`config.mk`:
```
export PLATFORM = sky130hd
export DESIGN_NAME = pit_pipeline_ctrl
export DESIGN_NICKNAME = d
export VERILOG_FILES = /design/src/logic/pit_pkg.sv /design/src/logic/pit_field_loader.sv /design/src/logic/pit_pipeline_ctrl.sv
export VERILOG_INCLUDE_DIRS = /design/src /design/src/logic
export SDC_FILE = /design/constraint.sdc
export NUM_CORES = 1
export LEC_CHECK = 0
export BUFFER_PORTS_ARGS = -buffer_cell sky130_fd_sc_hd__buf_2
export CAP_MARGIN = 25
export CORE_MARGIN = 2
export CORE_UTILIZATION = 60
export CTS_CLUSTER_DIAMETER = 120
export CTS_CLUSTER_SIZE = 10
export DETAILED_ROUTE_END_ITERATION = 12
export HOLD_SLACK_MARGIN = 0.02
export PLACE_DENSITY = 0.83
export SYNTH_ARGS = -nofsm -noshare
export SYNTH_HDL_FRONTEND = slang
export SYNTH_SLANG_ARGS = --single-unit
```
`constraint.sdc`:
```
create_clock -name clk_sys_in -period 17 [get_ports clk_sys_in]
set_input_delay 0.85 -clock clk_sys_in [delete_from_list [all_inputs] [get_ports clk_sys_in]]
set_output_delay 0.85 -clock clk_sys_in [all_outputs]
set_load 0.01 [all_outputs]
```
`src/logic/pit_consts.svh`:
```
`ifndef PIT_CONSTS_SVH
`define PIT_CONSTS_SVH
// ----------------------------------------------------------------
// Address unit costs
// ----------------------------------------------------------------
`define PIT_AU_BASE 8'h02
`define PIT_FP_BASE 8'h03
`define PIT_FP_QUAD 8'h02
`define PIT_BOTH_MEM 8'h02
`define PIT_MODE_MREL 8'h03
`define PIT_MODE_EXT 8'h08
`define PIT_MODE_SIDX 8'h02
// ----------------------------------------------------------------
// Interlock stall lengths
// ----------------------------------------------------------------
`define PIT_STALL_BASE1 8'h03
`define PIT_STALL_BASE2 8'h01
`define PIT_STALL_IDX1 8'h01
`define PIT_STALL_WIDTH 8'h02
`define PIT_STALL_MEM1 8'h04
`define PIT_STALL_MEM2 8'h02
`define PIT_STALL_DCACHE 8'h01
`define PIT_STALL_BRPAIR 8'h02
// ----------------------------------------------------------------
// Loader, sizes, conditions, address fields
// ----------------------------------------------------------------
`define PIT_FLD_ONE 2'h1
`define PIT_FLD_TWO 2'h2
`define PIT_SZ_BYTE 2'h0
`define PIT_SZ_WORD 2'h1
`define PIT_SZ_DWORD 2'h2
`define PIT_NOT_EQUAL_CONDITION 4'h1
`define PIT_LESS_OR_EQUAL_CONDITION 4'hD
`define PIT_ADDR_MSB 11
`define PIT_ADDR_DW_LSB 2
`define PIT_REG_NUM_MSB 2
`define PIT_CNT_ZERO 9'h000
`define PIT_CNT_ONE 9'h001
`endif

```
`src/logic/pit_pkg.sv`:
```
package pit_pkg;
  // Addressing mode of one general operand.
  typedef enum logic [1:0] {mode_plain, mode_mem_relative, mode_external, mode_scaled_index} pit_mode_t;
  // Branch class of an instruction.
  typedef enum logic [2:0] {br_none, br_conditional, add_compare_branch_op, unconditional_branch_op,
    branch_subroutine_op} pit_br_t;
  // Pipeline controller state.
  typedef enum logic {st_idle, st_wait} pit_state_t;
  // Decoded instruction as handed to the address stage.
  typedef struct packed {
    logic [31:0] pc;
    logic [3:0] len;
    logic [31:0] disp;
    pit_br_t br;
    logic [3:0] cond;
    logic [3:0] au_extra;
    logic fp_op;
    logic [1:0] quad_mem;
    logic two_gen;
    logic mem1;
    logic mem2;
    pit_mode_t mode1;
    pit_mode_t mode2;
    logic base_use;
    logic [3:0] base_reg;
    logic idx_use;
    logic [3:0] idx_reg;
    logic src_use;
    logic [3:0] src_reg;
    logic [1:0] src_size;
    logic dst_we;
    logic dst_stack_top_addressing;
    logic [3:0] dst_reg;
    logic [1:0] dst_size;
    logic au_stop;
    logic flush;
    logic [7:0] eu_cycles;
    logic mem_rd;
    logic mem_wr;
    logic [11:0] mem_addr;
    logic [1:0] mem_size;
    logic mem_cross;
  } pit_instr_t;
  // What is remembered of an older instruction.
  typedef struct packed {
    logic reg_wr;
    logic [3:0] dst_reg;
    logic [1:0] dst_size;
    logic mem_wr;
    logic mem_acc;
    logic [11:0] mem_addr;
    logic [1:0] mem_size;
    logic mem_cross;
    logic [7:0] eu_cycles;
    logic au_stop;
    logic cond_br;
  } pit_hist_t;
  // One instruction field seen by the loader.
  typedef struct packed {
    logic dword;
    logic odd;
    logic fp_double;
  } pit_field_t;
endpackage

```
`src/logic/pit_field_loader.sv`:
```
`timescale 1ns/1ps
`include "pit_consts.svh"
module pit_field_loader (
  input wire logic clk_sys_in,
  input wire logic sys_rst_in,
  input wire logic ce_in,
  input wire logic field_valid_in,
  input wire pit_pkg::pit_field_t field_in,
  output logic field_ready_out,
  output logic [1:0] field_cycles_out
);
  import pit_pkg::*;

  logic extra_q, extra_d; // One more cycle owed on the field just taken.
  logic prev_dw_q, prev_dw_d; // Last field taken was a double-word.
  logic [1:0] cyc_q, cyc_d; // Cycles spent on the last field.
  logic take; // Field accepted this cycle.

  // ----------------------------------------------------------------
  // Field handshake
  // ----------------------------------------------------------------
  // One field per cycle unless an extra cycle is still owed.
  assign field_ready_out = ce_in && !extra_q;
  assign take = field_valid_in && field_ready_out;
  assign field_cycles_out = cyc_q;

  // Next values; only an owed cycle slows the loader.
  always_comb begin
    extra_d = extra_q;
    prev_dw_d = prev_dw_q;
    cyc_d = cyc_q;
    if (ce_in && extra_q) begin
      // The owed cycle is spent now.
      extra_d = 1'b0;
    end else if (take) begin
      // Odd double-word after double-word, or a long float, costs two.
      extra_d = field_in.fp_double || (field_in.dword && field_in.odd && prev_dw_q);
      prev_dw_d = field_in.dword;
      cyc_d = extra_d ? `PIT_FLD_TWO : `PIT_FLD_ONE;
    end
  end

  // Registers only.
  always_ff @(posedge clk_sys_in or posedge sys_rst_in) begin
    if (sys_rst_in) begin
      extra_q <= 1'b0;
      prev_dw_q <= 1'b0;
      cyc_q <= 2'h0;
    end else begin
      extra_q <= extra_d;
      prev_dw_q <= prev_dw_d;
      cyc_q <= cyc_d;
    end
  end
endmodule

```
`src/logic/pit_pipeline_ctrl.sv`:
```
`timescale 1ns/1ps
`include "pit_consts.svh"
// Notes on behaviour
// - Loader takes one instruction field per cycle.
// - Odd double-word field pair costs one cycle.
// - Long float immediate takes two cycles total.
// - Address unit base time is two cycles.
// - Float ops add three plus two per quad.
// - Both general operands in memory add two.
// - Mode costs: relative 3, external 8, index 2.
// - Some ops stop address unit, some flush.
// - Base register hazard stalls three or one.
// - Stack-top updates and stopping writers never stall.
// - Index register hazard from previous stalls one.
// - Same-width source reuse is bypassed, no stall.
// - Wider source than last write stalls two.
// - Integer and float registers compared alike.
// - Memory dependency by crossing or address match.
// - Memory dependency stalls four or two cycles.
// - Write, one other, access, read sequence delays read one.
// - Branch target computed; unconditional fetches target.
// - Predict taken if backward, not-equal, less-or-equal.
// - Save alternate stream; redirect on misprediction.
// - Unconditional equals correctly predicted taken branch.
// - Back-to-back conditional branches add two cycles.
// - Advance after longer of address and execute; after a stopping op, after their sum.
module pit_pipeline_ctrl (
  input wire logic clk_sys_in,
  input wire logic sys_rst_in,
  input wire logic ce_in,
  input wire logic field_valid_in,
  input wire pit_pkg::pit_field_t field_in,
  output logic field_ready_out,
  output logic [1:0] field_cycles_out,
  input wire logic instr_valid_in,
  input wire pit_pkg::pit_instr_t instr_in,
  output logic instr_ready_out,
  output logic [7:0] au_cycles_out,
  output logic [7:0] stall_out,
  output logic [8:0] advance_cycles_out,
  output logic flush_out,
  output logic fetch_valid_out,
  output logic [31:0] fetch_addr_out,
  input wire logic resolve_valid_in,
  input wire logic resolve_taken_in,
  output logic redirect_valid_out,
  output logic [31:0] redirect_addr_out
);
  import pit_pkg::*;

  // ----------------------------------------------------------------
  // State
  // ----------------------------------------------------------------
  pit_state_t st_q, st_d; // Waiting out an advance period or idle.
  logic [8:0] cnt_q, cnt_d; // Cycles left before the next instruction.
  pit_hist_t h1_q, h1_d, h2_q, h2_d, h3_q, h3_d; // One, two and three back.
  logic [7:0] au_q, au_d; // Address unit time of the last instruction.
  logic [7:0] stall_q, stall_d; // Interlock stall of the last instruction.
  logic [8:0] adv_q, adv_d; // Whole advance period of the last instruction.
  logic flush_q, flush_d; // Queue flush pulse.
  logic fv_q, fv_d; // Fetch request pulse.
  logic [31:0] fa_q, fa_d; // Fetch address.
  logic alt_valid_q, alt_valid_d; // Alternate stream register holds a stream.
  logic alt_pred_q, alt_pred_d; // Prediction of the pending branch.
  logic [31:0] alt_addr_q, alt_addr_d; // Address of the stream not chosen.
  logic rv_q, rv_d; // Redirect pulse.
  logic [31:0] ra_q, ra_d; // Redirect address.

  // ----------------------------------------------------------------
  // Combinational cost terms
  // ----------------------------------------------------------------
  logic take; // Instruction accepted this cycle.
  logic [7:0] au_time; // Address unit time of the incoming instruction.
  logic [7:0] stall; // Largest interlock stall.
  logic [8:0] adv; // Total advance period.
  logic is_cond, is_uncond, pred_taken;
  logic [31:0] target, seq_addr;
  logic base_hit1, base_hit2, idx_hit1, width_hit, mem_hit1, mem_hit2, dc_hit, br_pair;

  // Cost added by one operand's addressing mode.
  function automatic logic [7:0] mode_cost(input pit_mode_t m);
    case (m)
      mode_mem_relative: mode_cost = `PIT_MODE_MREL;
      mode_external: mode_cost = `PIT_MODE_EXT;
      mode_scaled_index: mode_cost = `PIT_MODE_SIDX;
      default: mode_cost = 8'h00;
    endcase
  endfunction

  // Register numbers are compared without the file bit, so a float write
  // interlocks an integer read and vice versa.
  function automatic logic reg_hit(input pit_hist_t h, input logic [3:0] r);
    reg_hit = h.reg_wr && (h.dst_reg[`PIT_REG_NUM_MSB:0] == r[`PIT_REG_NUM_MSB:0]);
  endfunction

  // Conservative dependency test; false hits cost time but never data.
  function automatic logic mem_dep(input pit_hist_t h, input pit_instr_t c);
    logic lo_eq;
    logic dw_eq;
    logic wide;
    lo_eq = h.mem_addr[`PIT_ADDR_MSB:0] == c.mem_addr[`PIT_ADDR_MSB:0];
    dw_eq = h.mem_addr[`PIT_ADDR_MSB:`PIT_ADDR_DW_LSB] == c.mem_addr[`PIT_ADDR_MSB:`PIT_ADDR_DW_LSB];
    wide = (h.mem_size != `PIT_SZ_BYTE) || (c.mem_size != `PIT_SZ_BYTE);
    mem_dep = h.mem_wr && c.mem_rd && (h.mem_cross || c.mem_cross || lo_eq || (dw_eq && wide));
  endfunction

  assign instr_ready_out = ce_in && (st_q == st_idle);
  assign take = instr_valid_in && instr_ready_out;

  // Cost, interlocks and branch choice of the offered instruction.
  always_comb begin
    au_time = `PIT_AU_BASE + {4'h0, instr_in.au_extra};
    if (instr_in.fp_op) begin
      au_time = au_time + `PIT_FP_BASE + 8'(`PIT_FP_QUAD * instr_in.quad_mem);
    end
    if (instr_in.two_gen && instr_in.mem1 && instr_in.mem2) begin
      au_time = au_time + `PIT_BOTH_MEM;
    end
    au_time = au_time + mode_cost(instr_in.mode1) + mode_cost(instr_in.mode2);
    base_hit1 = instr_in.base_use && reg_hit(h1_q, instr_in.base_reg);
    base_hit2 = instr_in.base_use && reg_hit(h2_q, instr_in.base_reg);
    idx_hit1 = instr_in.idx_use && reg_hit(h1_q, instr_in.idx_reg);
    // Same or narrower reads ride the bypass; only a wider read waits.
    width_hit = instr_in.src_use && reg_hit(h1_q, instr_in.src_reg) && (instr_in.src_size > h1_q.dst_size);
    mem_hit1 = mem_dep(h1_q, instr_in);
    mem_hit2 = mem_dep(h2_q, instr_in);
    dc_hit = h3_q.mem_wr && h1_q.mem_acc && instr_in.mem_rd;
    is_cond = (instr_in.br == br_conditional) || (instr_in.br == add_compare_branch_op);
    is_uncond = (instr_in.br == unconditional_branch_op) || (instr_in.br == branch_subroutine_op);
    br_pair = is_cond && h1_q.cond_br;
    // Overlapping hazards share the wait, so the largest one counts.
    stall = 8'h00;
    if (base_hit2) stall = `PIT_STALL_BASE2;
    if (idx_hit1 && stall < `PIT_STALL_IDX1) stall = `PIT_STALL_IDX1;
    if (dc_hit && stall < `PIT_STALL_DCACHE) stall = `PIT_STALL_DCACHE;
    if (width_hit && stall < `PIT_STALL_WIDTH) stall = `PIT_STALL_WIDTH;
    if (mem_hit2 && stall < `PIT_STALL_MEM2) stall = `PIT_STALL_MEM2;
    if (br_pair && stall < `PIT_STALL_BRPAIR) stall = `PIT_STALL_BRPAIR;
    if (base_hit1 && stall < `PIT_STALL_BASE1) stall = `PIT_STALL_BASE1;
    if (mem_hit1) stall = `PIT_STALL_MEM1;
    // After a stopping instruction the two units run one after the other.
    if (h1_q.au_stop) begin
      adv = {1'b0, au_time} + {1'b0, h1_q.eu_cycles};
    end else if (au_time > h1_q.eu_cycles) begin
      adv = {1'b0, au_time};
    end else begin
      adv = {1'b0, h1_q.eu_cycles};
    end
    adv = adv + {1'b0, stall};
    target = instr_in.pc + instr_in.disp;
    seq_addr = instr_in.pc + 32'(instr_in.len);
    pred_taken = is_uncond || (is_cond && (instr_in.disp[31] || instr_in.cond == `PIT_NOT_EQUAL_CONDITION
      || instr_in.cond == `PIT_LESS_OR_EQUAL_CONDITION));
  end

  // ----------------------------------------------------------------
  // Next-state logic
  // ----------------------------------------------------------------
  always_comb begin
    st_d = st_q;
    cnt_d = cnt_q;
    h1_d = h1_q;
    h2_d = h2_q;
    h3_d = h3_q;
    au_d = au_q;
    stall_d = stall_q;
    adv_d = adv_q;
    flush_d = flush_q && !ce_in;
    fv_d = fv_q && !ce_in;
    fa_d = fa_q;
    alt_valid_d = alt_valid_q;
    alt_pred_d = alt_pred_q;
    alt_addr_d = alt_addr_q;
    rv_d = rv_q && !ce_in;
    ra_d = ra_q;
    if (ce_in) begin
      // Resolution first, so a branch taken in the same cycle refills the register.
      if (resolve_valid_in && alt_valid_q) begin
        alt_valid_d = 1'b0;
        if (resolve_taken_in != alt_pred_q) begin
          rv_d = 1'b1;
          ra_d = alt_addr_q;
        end
      end
      case (st_q)
        st_idle: begin
          if (take) begin
            au_d = au_time;
            stall_d = stall;
            adv_d = adv;
            cnt_d = adv - `PIT_CNT_ONE;
            st_d = (adv > `PIT_CNT_ONE) ? st_wait : st_idle;
            flush_d = instr_in.flush;
            h3_d = h2_q;
            h2_d = h1_q;
            // Stack-top updates and stopping writers are never register hazard sources.
            h1_d.reg_wr = instr_in.dst_we && !instr_in.dst_stack_top_addressing && !instr_in.au_stop;
            h1_d.dst_reg = instr_in.dst_reg;
            h1_d.dst_size = instr_in.dst_size;
            h1_d.mem_wr = instr_in.mem_wr;
            h1_d.mem_acc = instr_in.mem_wr || instr_in.mem_rd;
            h1_d.mem_addr = instr_in.mem_addr;
            h1_d.mem_size = instr_in.mem_size;
            h1_d.mem_cross = instr_in.mem_cross;
            h1_d.eu_cycles = instr_in.eu_cycles;
            h1_d.au_stop = instr_in.au_stop;
            h1_d.cond_br = is_cond;
            if (pred_taken) begin
              fv_d = 1'b1;
              fa_d = target;
            end
            if (is_cond) begin
              alt_valid_d = 1'b1;
              alt_pred_d = pred_taken;
              alt_addr_d = pred_taken ? seq_addr : target;
            end
          end
        end
        st_wait: begin
          // Count down the advance period.
          cnt_d = cnt_q - `PIT_CNT_ONE;
          if (cnt_q == `PIT_CNT_ONE) st_d = st_idle;
        end
        default: st_d = st_idle;
      endcase
    end
  end

  // Registers only.
  always_ff @(posedge clk_sys_in or posedge sys_rst_in) begin
    if (sys_rst_in) begin
      st_q <= st_idle;
      cnt_q <= `PIT_CNT_ZERO;
      h1_q <= '0;
      h2_q <= '0;
      h3_q <= '0;
      au_q <= 8'h00;
      stall_q <= 8'h00;
      adv_q <= 9'h000;
      flush_q <= 1'b0;
      fv_q <= 1'b0;
      fa_q <= '0;
      alt_valid_q <= 1'b0;
      alt_pred_q <= 1'b0;
      alt_addr_q <= '0;
      rv_q <= 1'b0;
      ra_q <= '0;
    end else begin
      st_q <= st_d;
      cnt_q <= cnt_d;
      h1_q <= h1_d;
      h2_q <= h2_d;
      h3_q <= h3_d;
      au_q <= au_d;
      stall_q <= stall_d;
      adv_q <= adv_d;
      flush_q <= flush_d;
      fv_q <= fv_d;
      fa_q <= fa_d;
      alt_valid_q <= alt_valid_d;
      alt_pred_q <= alt_pred_d;
      alt_addr_q <= alt_addr_d;
      rv_q <= rv_d;
      ra_q <= ra_d;
    end
  end

  assign au_cycles_out = au_q;
  assign stall_out = stall_q;
  assign advance_cycles_out = adv_q;
  assign flush_out = flush_q;
  assign fetch_valid_out = fv_q;
  assign fetch_addr_out = fa_q;
  assign redirect_valid_out = rv_q;
  assign redirect_addr_out = ra_q;

  // ----------------------------------------------------------------
  // Instruction field loader
  // ----------------------------------------------------------------
  pit_field_loader u_loader (
    .clk_sys_in(clk_sys_in),
    .sys_rst_in(sys_rst_in),
    .ce_in(ce_in),
    .field_valid_in(field_valid_in),
    .field_in(field_in),
    .field_ready_out(field_ready_out),
    .field_cycles_out(field_cycles_out)
  );
endmodule

```
==> metrics.cfg <==
[routing]
via_count = 10400
routed_length_per_instance_um = 16.3
routed_wirelength_mm = 30.0
drt_iter0_markers = 610
detail_route.drc_violations = 0
post_drt_via_cell_ratio = 5.66
ant_nets = 0
drt_pass1_iterations = 5

[power]
p_seq_share_pct = 35.5
power-per-cell-area_nw_per_um2 = 157
switching_share_pct = 40.7
p_leak_uw = 0.00709
vdd.ir_drop.worst_mv = 0.0709
combPwrFrac_pct = 45.7
report.power.total_uw = 2210
internal_power_uw = 1310
clockPowerShare_pct = 18.8
power_switching_uw = 899

[min_path]
timing.hold.worst.class = reg2reg

[cells_and_area]
postLayoutCellArea_um2 = 14100
syn_to_final_growth_pct = 16.6
multi_input_comb_area_um2 = 6930
layout.filler_cells = 1554
fraction_of_final_layout_cells_sized_beyond_drive_strength_1_pct = 22.4
antenna_diode_instance_count = 0
final_nets = 1793
register_area_um2 = 4730

[worst_setup_path]
maximum_cell_stage_delay_along_the_critical_path_ns = 0.47
cp-start-kind = input port
worstSetupEndpointType = flop
path_common_cell = ha_1
cell_family_contributing_the_most_delay_on_the_critical_path = adder cells
timing.critical_path.required_ns = 17.28
setup.worst_path.class = in2reg
timing.critical_path.buf_inv = 3
worst_path_max_delay_cell = fa_1
timing.critical_path.arrival_ns = 8.38
crit_fanout = 5

[clock_tree]
clkTransAtPathRegs_ns = 0.07
cts.repair_timing.setup_buffer_count = 0
clockRootBuffer = clkbuf_16
ctsResizeCount = 0
insertion_delay_ns = 0.43
cts_hold_buffers = 0
cts_made_buffers = 17
tritoncts = done
clock_sinks = 189
cts_max_path_buffers = 2
cts_max_level = 4

[placed_design]
detailedPlacementHpwl_mm = 22.4
placement.io_buffers = 237
detailedPlace.worstSlack_ns = 8.51
weighted_congestion_at_the_end_of_routability_driven_global_placement = 0.926
placed_area_um2 = 13400

[global_routing]
number_of_global_route_vias_before_repair = 10200
globalRoute.totalOverflow = 0
antenna_found_initial = 0
grt_start_max_net_pins = 112
global_route.usage.total_pct = 28.3
grt_first_pass_wirelength_mm = 49.3

[sta]
finalSetupViolCount = 0
worst-slew-pin-transition_ns = 0.831
period_needed_ns = 8.10
unrepaired_setup_endpoints_after_global_routing = false
timing.fmax_mhz = 124
clock-skew-final_ns = 0.0134
final-max-slew-violation-count = 0
min_period_over_period_pct = 47.6
final_report_hold_violation_count = 0
setup_ws_ns = 8.90
setup_total_negative_slack_ns = 0
hold_slack_ns = 0.473
timing.max_slew.rel_slack_pct = 44.6

[synthesis]
synth_edf_count = 0
ys_seq_elements = 189
synth-seq-area-share_pct = 39.1
post_synth_and_or_nand_nor_area_fraction_pct = 18.1
post_synthesis_compound_gate_area_fraction_pct = 16.0
synthMuxAreaShare_pct = 5.02
netlist-cell-type-count = 91
yosysWarningCount = 0
syn-mean-instance-area_um2 = 8.97
top_cells_by_area_in_the_synthesized_netlist = dfrtp_1 (39%), nand2_1 (8.6%), ha_1 (7.3%)
ys_dominant_reg_cell = dfrtp_1
yosys.area.top_type = dfrtp_1
synth_top_family_by_area = simple AND/OR/NAND/NOR gates
postSynth.asyncResetShare_pct = 100
yosys.area.top_type_share_pct = 39.1
post_synth_fa_ha_maj_area_fraction_pct = 8.92
synth_xor_area_share_pct = 8.82
post_synthesis_instance_area_um2 = 12100
post_synth_inst_count = 1349

[floorplanning]
starting_density_pct = 61.5
floorplan.die.height_um = 146
die-area_um2 = 21300
core-area_um2 = 19700
num_io_pins = 247
floorplan.rows = 51
die_w_um = 146

[job]
maxCapViolations = 0

[outcome]
outcome = complete, no violations

## final cells by class
type / count / share of cell area (%)
clock buffers: 20 / 3.17
clock inverters: 11 / 1.13
inverters: 59 / 1.62
multi-input cells: 1050 / 49.1
flip-flops and latches: 189 / 33.5
well taps: 265 / 2.35
repair buffers: 245 / 9.07
## Yosys cell counts, drive strengths merged (3+ instances only)
library cell,n
a2111oi,3
a211oi,15
a21boi,4
a21o,30
a21oi,52
a221oi,4
a22oi,3
a311oi,3
a31oi,6
and2,5
and3,12
and4,6
buf,12
clkbuf,44
dfrtp,189
fa,9
ha,71
inv,59
mux2,47
mux2i,7
nand2,277
nand2b,9
nand3,31
nand3b,3
nand4,13
nor2,79
nor2b,11
nor3,14
nor3b,6
nor4,10
o211ai,6
o21a,9
o21ai,119
o21bai,4
o311ai,5
o31ai,5
or2,3
or3,9
xnor2,62
xor2,59
## layout by cell type, fill, tap and decap left out, types with 4 or more instances in the layout
cell,n
nor4_1,10
xor2_1,58
o21ai_0,109
a21o_1,29
nand3_1,31
dfrtp_1,189
a21oi_1,51
mux2i_1,5
and2_1,4
conb_1,7
o311ai_0,4
a211oi_1,13
nand4_1,13
clkbuf_16,17
and4_1,6
o21a_1,8
xnor2_1,62
mux2_2,47
fa_1,9
buf_4,6
nor2b_1,11
ha_1,71
or3_1,8
o21ai_1,6
nor3_1,14
inv_1,58
a31oi_1,6
o31ai_1,5
nor3b_1,5
buf_2,237
and3_1,11
nand2_1,274
a21boi_0,4
nand2b_1,9
o211ai_1,6
nor2_1,78
a221oi_1,4
## through the flow
step                util (%)  cells
floorplan                  -   1355
global placement        68.4   1806
detailed placement      68.4   1806
CTS                     71.5   1837
global route            71.7   1839
finish                  71.7   1839
## power by group through the flow
| stage | registers (uW) | logic (uW) | clock network [uW] |
|---|---|---|---|
| 4_1_cts | 784 | 1010 | 420 |
| 6_report | 785 | 1010 | 414 |
| 5_1_grt | 811 | 1130 | 437 |
| 3_3_place_gp | 781 | 966 | 0 |
| 3_5_place_dp | 790 | 999 | 0 |
| 2_1_floorplan | 793 | 690 | 0 |
## worst min-delay path, delay by kind of cell, from the launching register on
family	cells	cell delay, ns
DFF	1	0.34
and+or+nand+nor	2	0.10
## worst paths after layout
check / slack [ns] / depth (start not counted) / start / end
min in group asynchronous: 0.56 / 2 / sys_rst_in / fetch_addr_out[1]
max reg2reg: 12.29 / 19 / h1_q[3] / cnt_q[8]
min reg2reg: 0.47 / 2 / alt_valid_q / alt_valid_q
max in group asynchronous: 15.31 / 4 / sys_rst_in / fetch_addr_out[23]
max: 8.90 / 33 / instr_in[63] / cnt_q[8]
min: 0.47 / 2 / alt_valid_q / alt_valid_q
## logic make-up (layout without fill, tap and decap cells)
| family | after synthesis | count (layout) |
|---|---|---|
| simple gates | 492 | 492 |
| compound gates | 295 | 295 |
| flops | 189 | 189 |
| xor+xnor | 121 | 121 |
| buf+inv | 116 | 335 |
| fa+ha+maj | 81 | 81 |
| mux | 54 | 54 |
| other cells | 1 | 7 |
## registers in the layout, indices dropped and copies added, names as in the netlist, 2 cells and up, named ones only
signal and flops:
advance_cycles_out 9, alt_addr_q 32, au_cycles_out 8, cnt_q 9, fetch_addr_out 32, h1_q 33, h2_q 20, redirect_addr_out 32
stall_out 3, u_loader.field_cycles_out 2
## metal layers
metal | vias up | routed length, um | GRT usage, %
met2 | 377 | 14500 | 48.5
met1 | 4915 | 13000 | 37.2
met5 | - | 0 | 0
met3 | 52 | 1850 | 4.61
met4 | 0 | 599 | 8.11
li1 | 5069 | - | -
(Power assumes the default switching activity.)
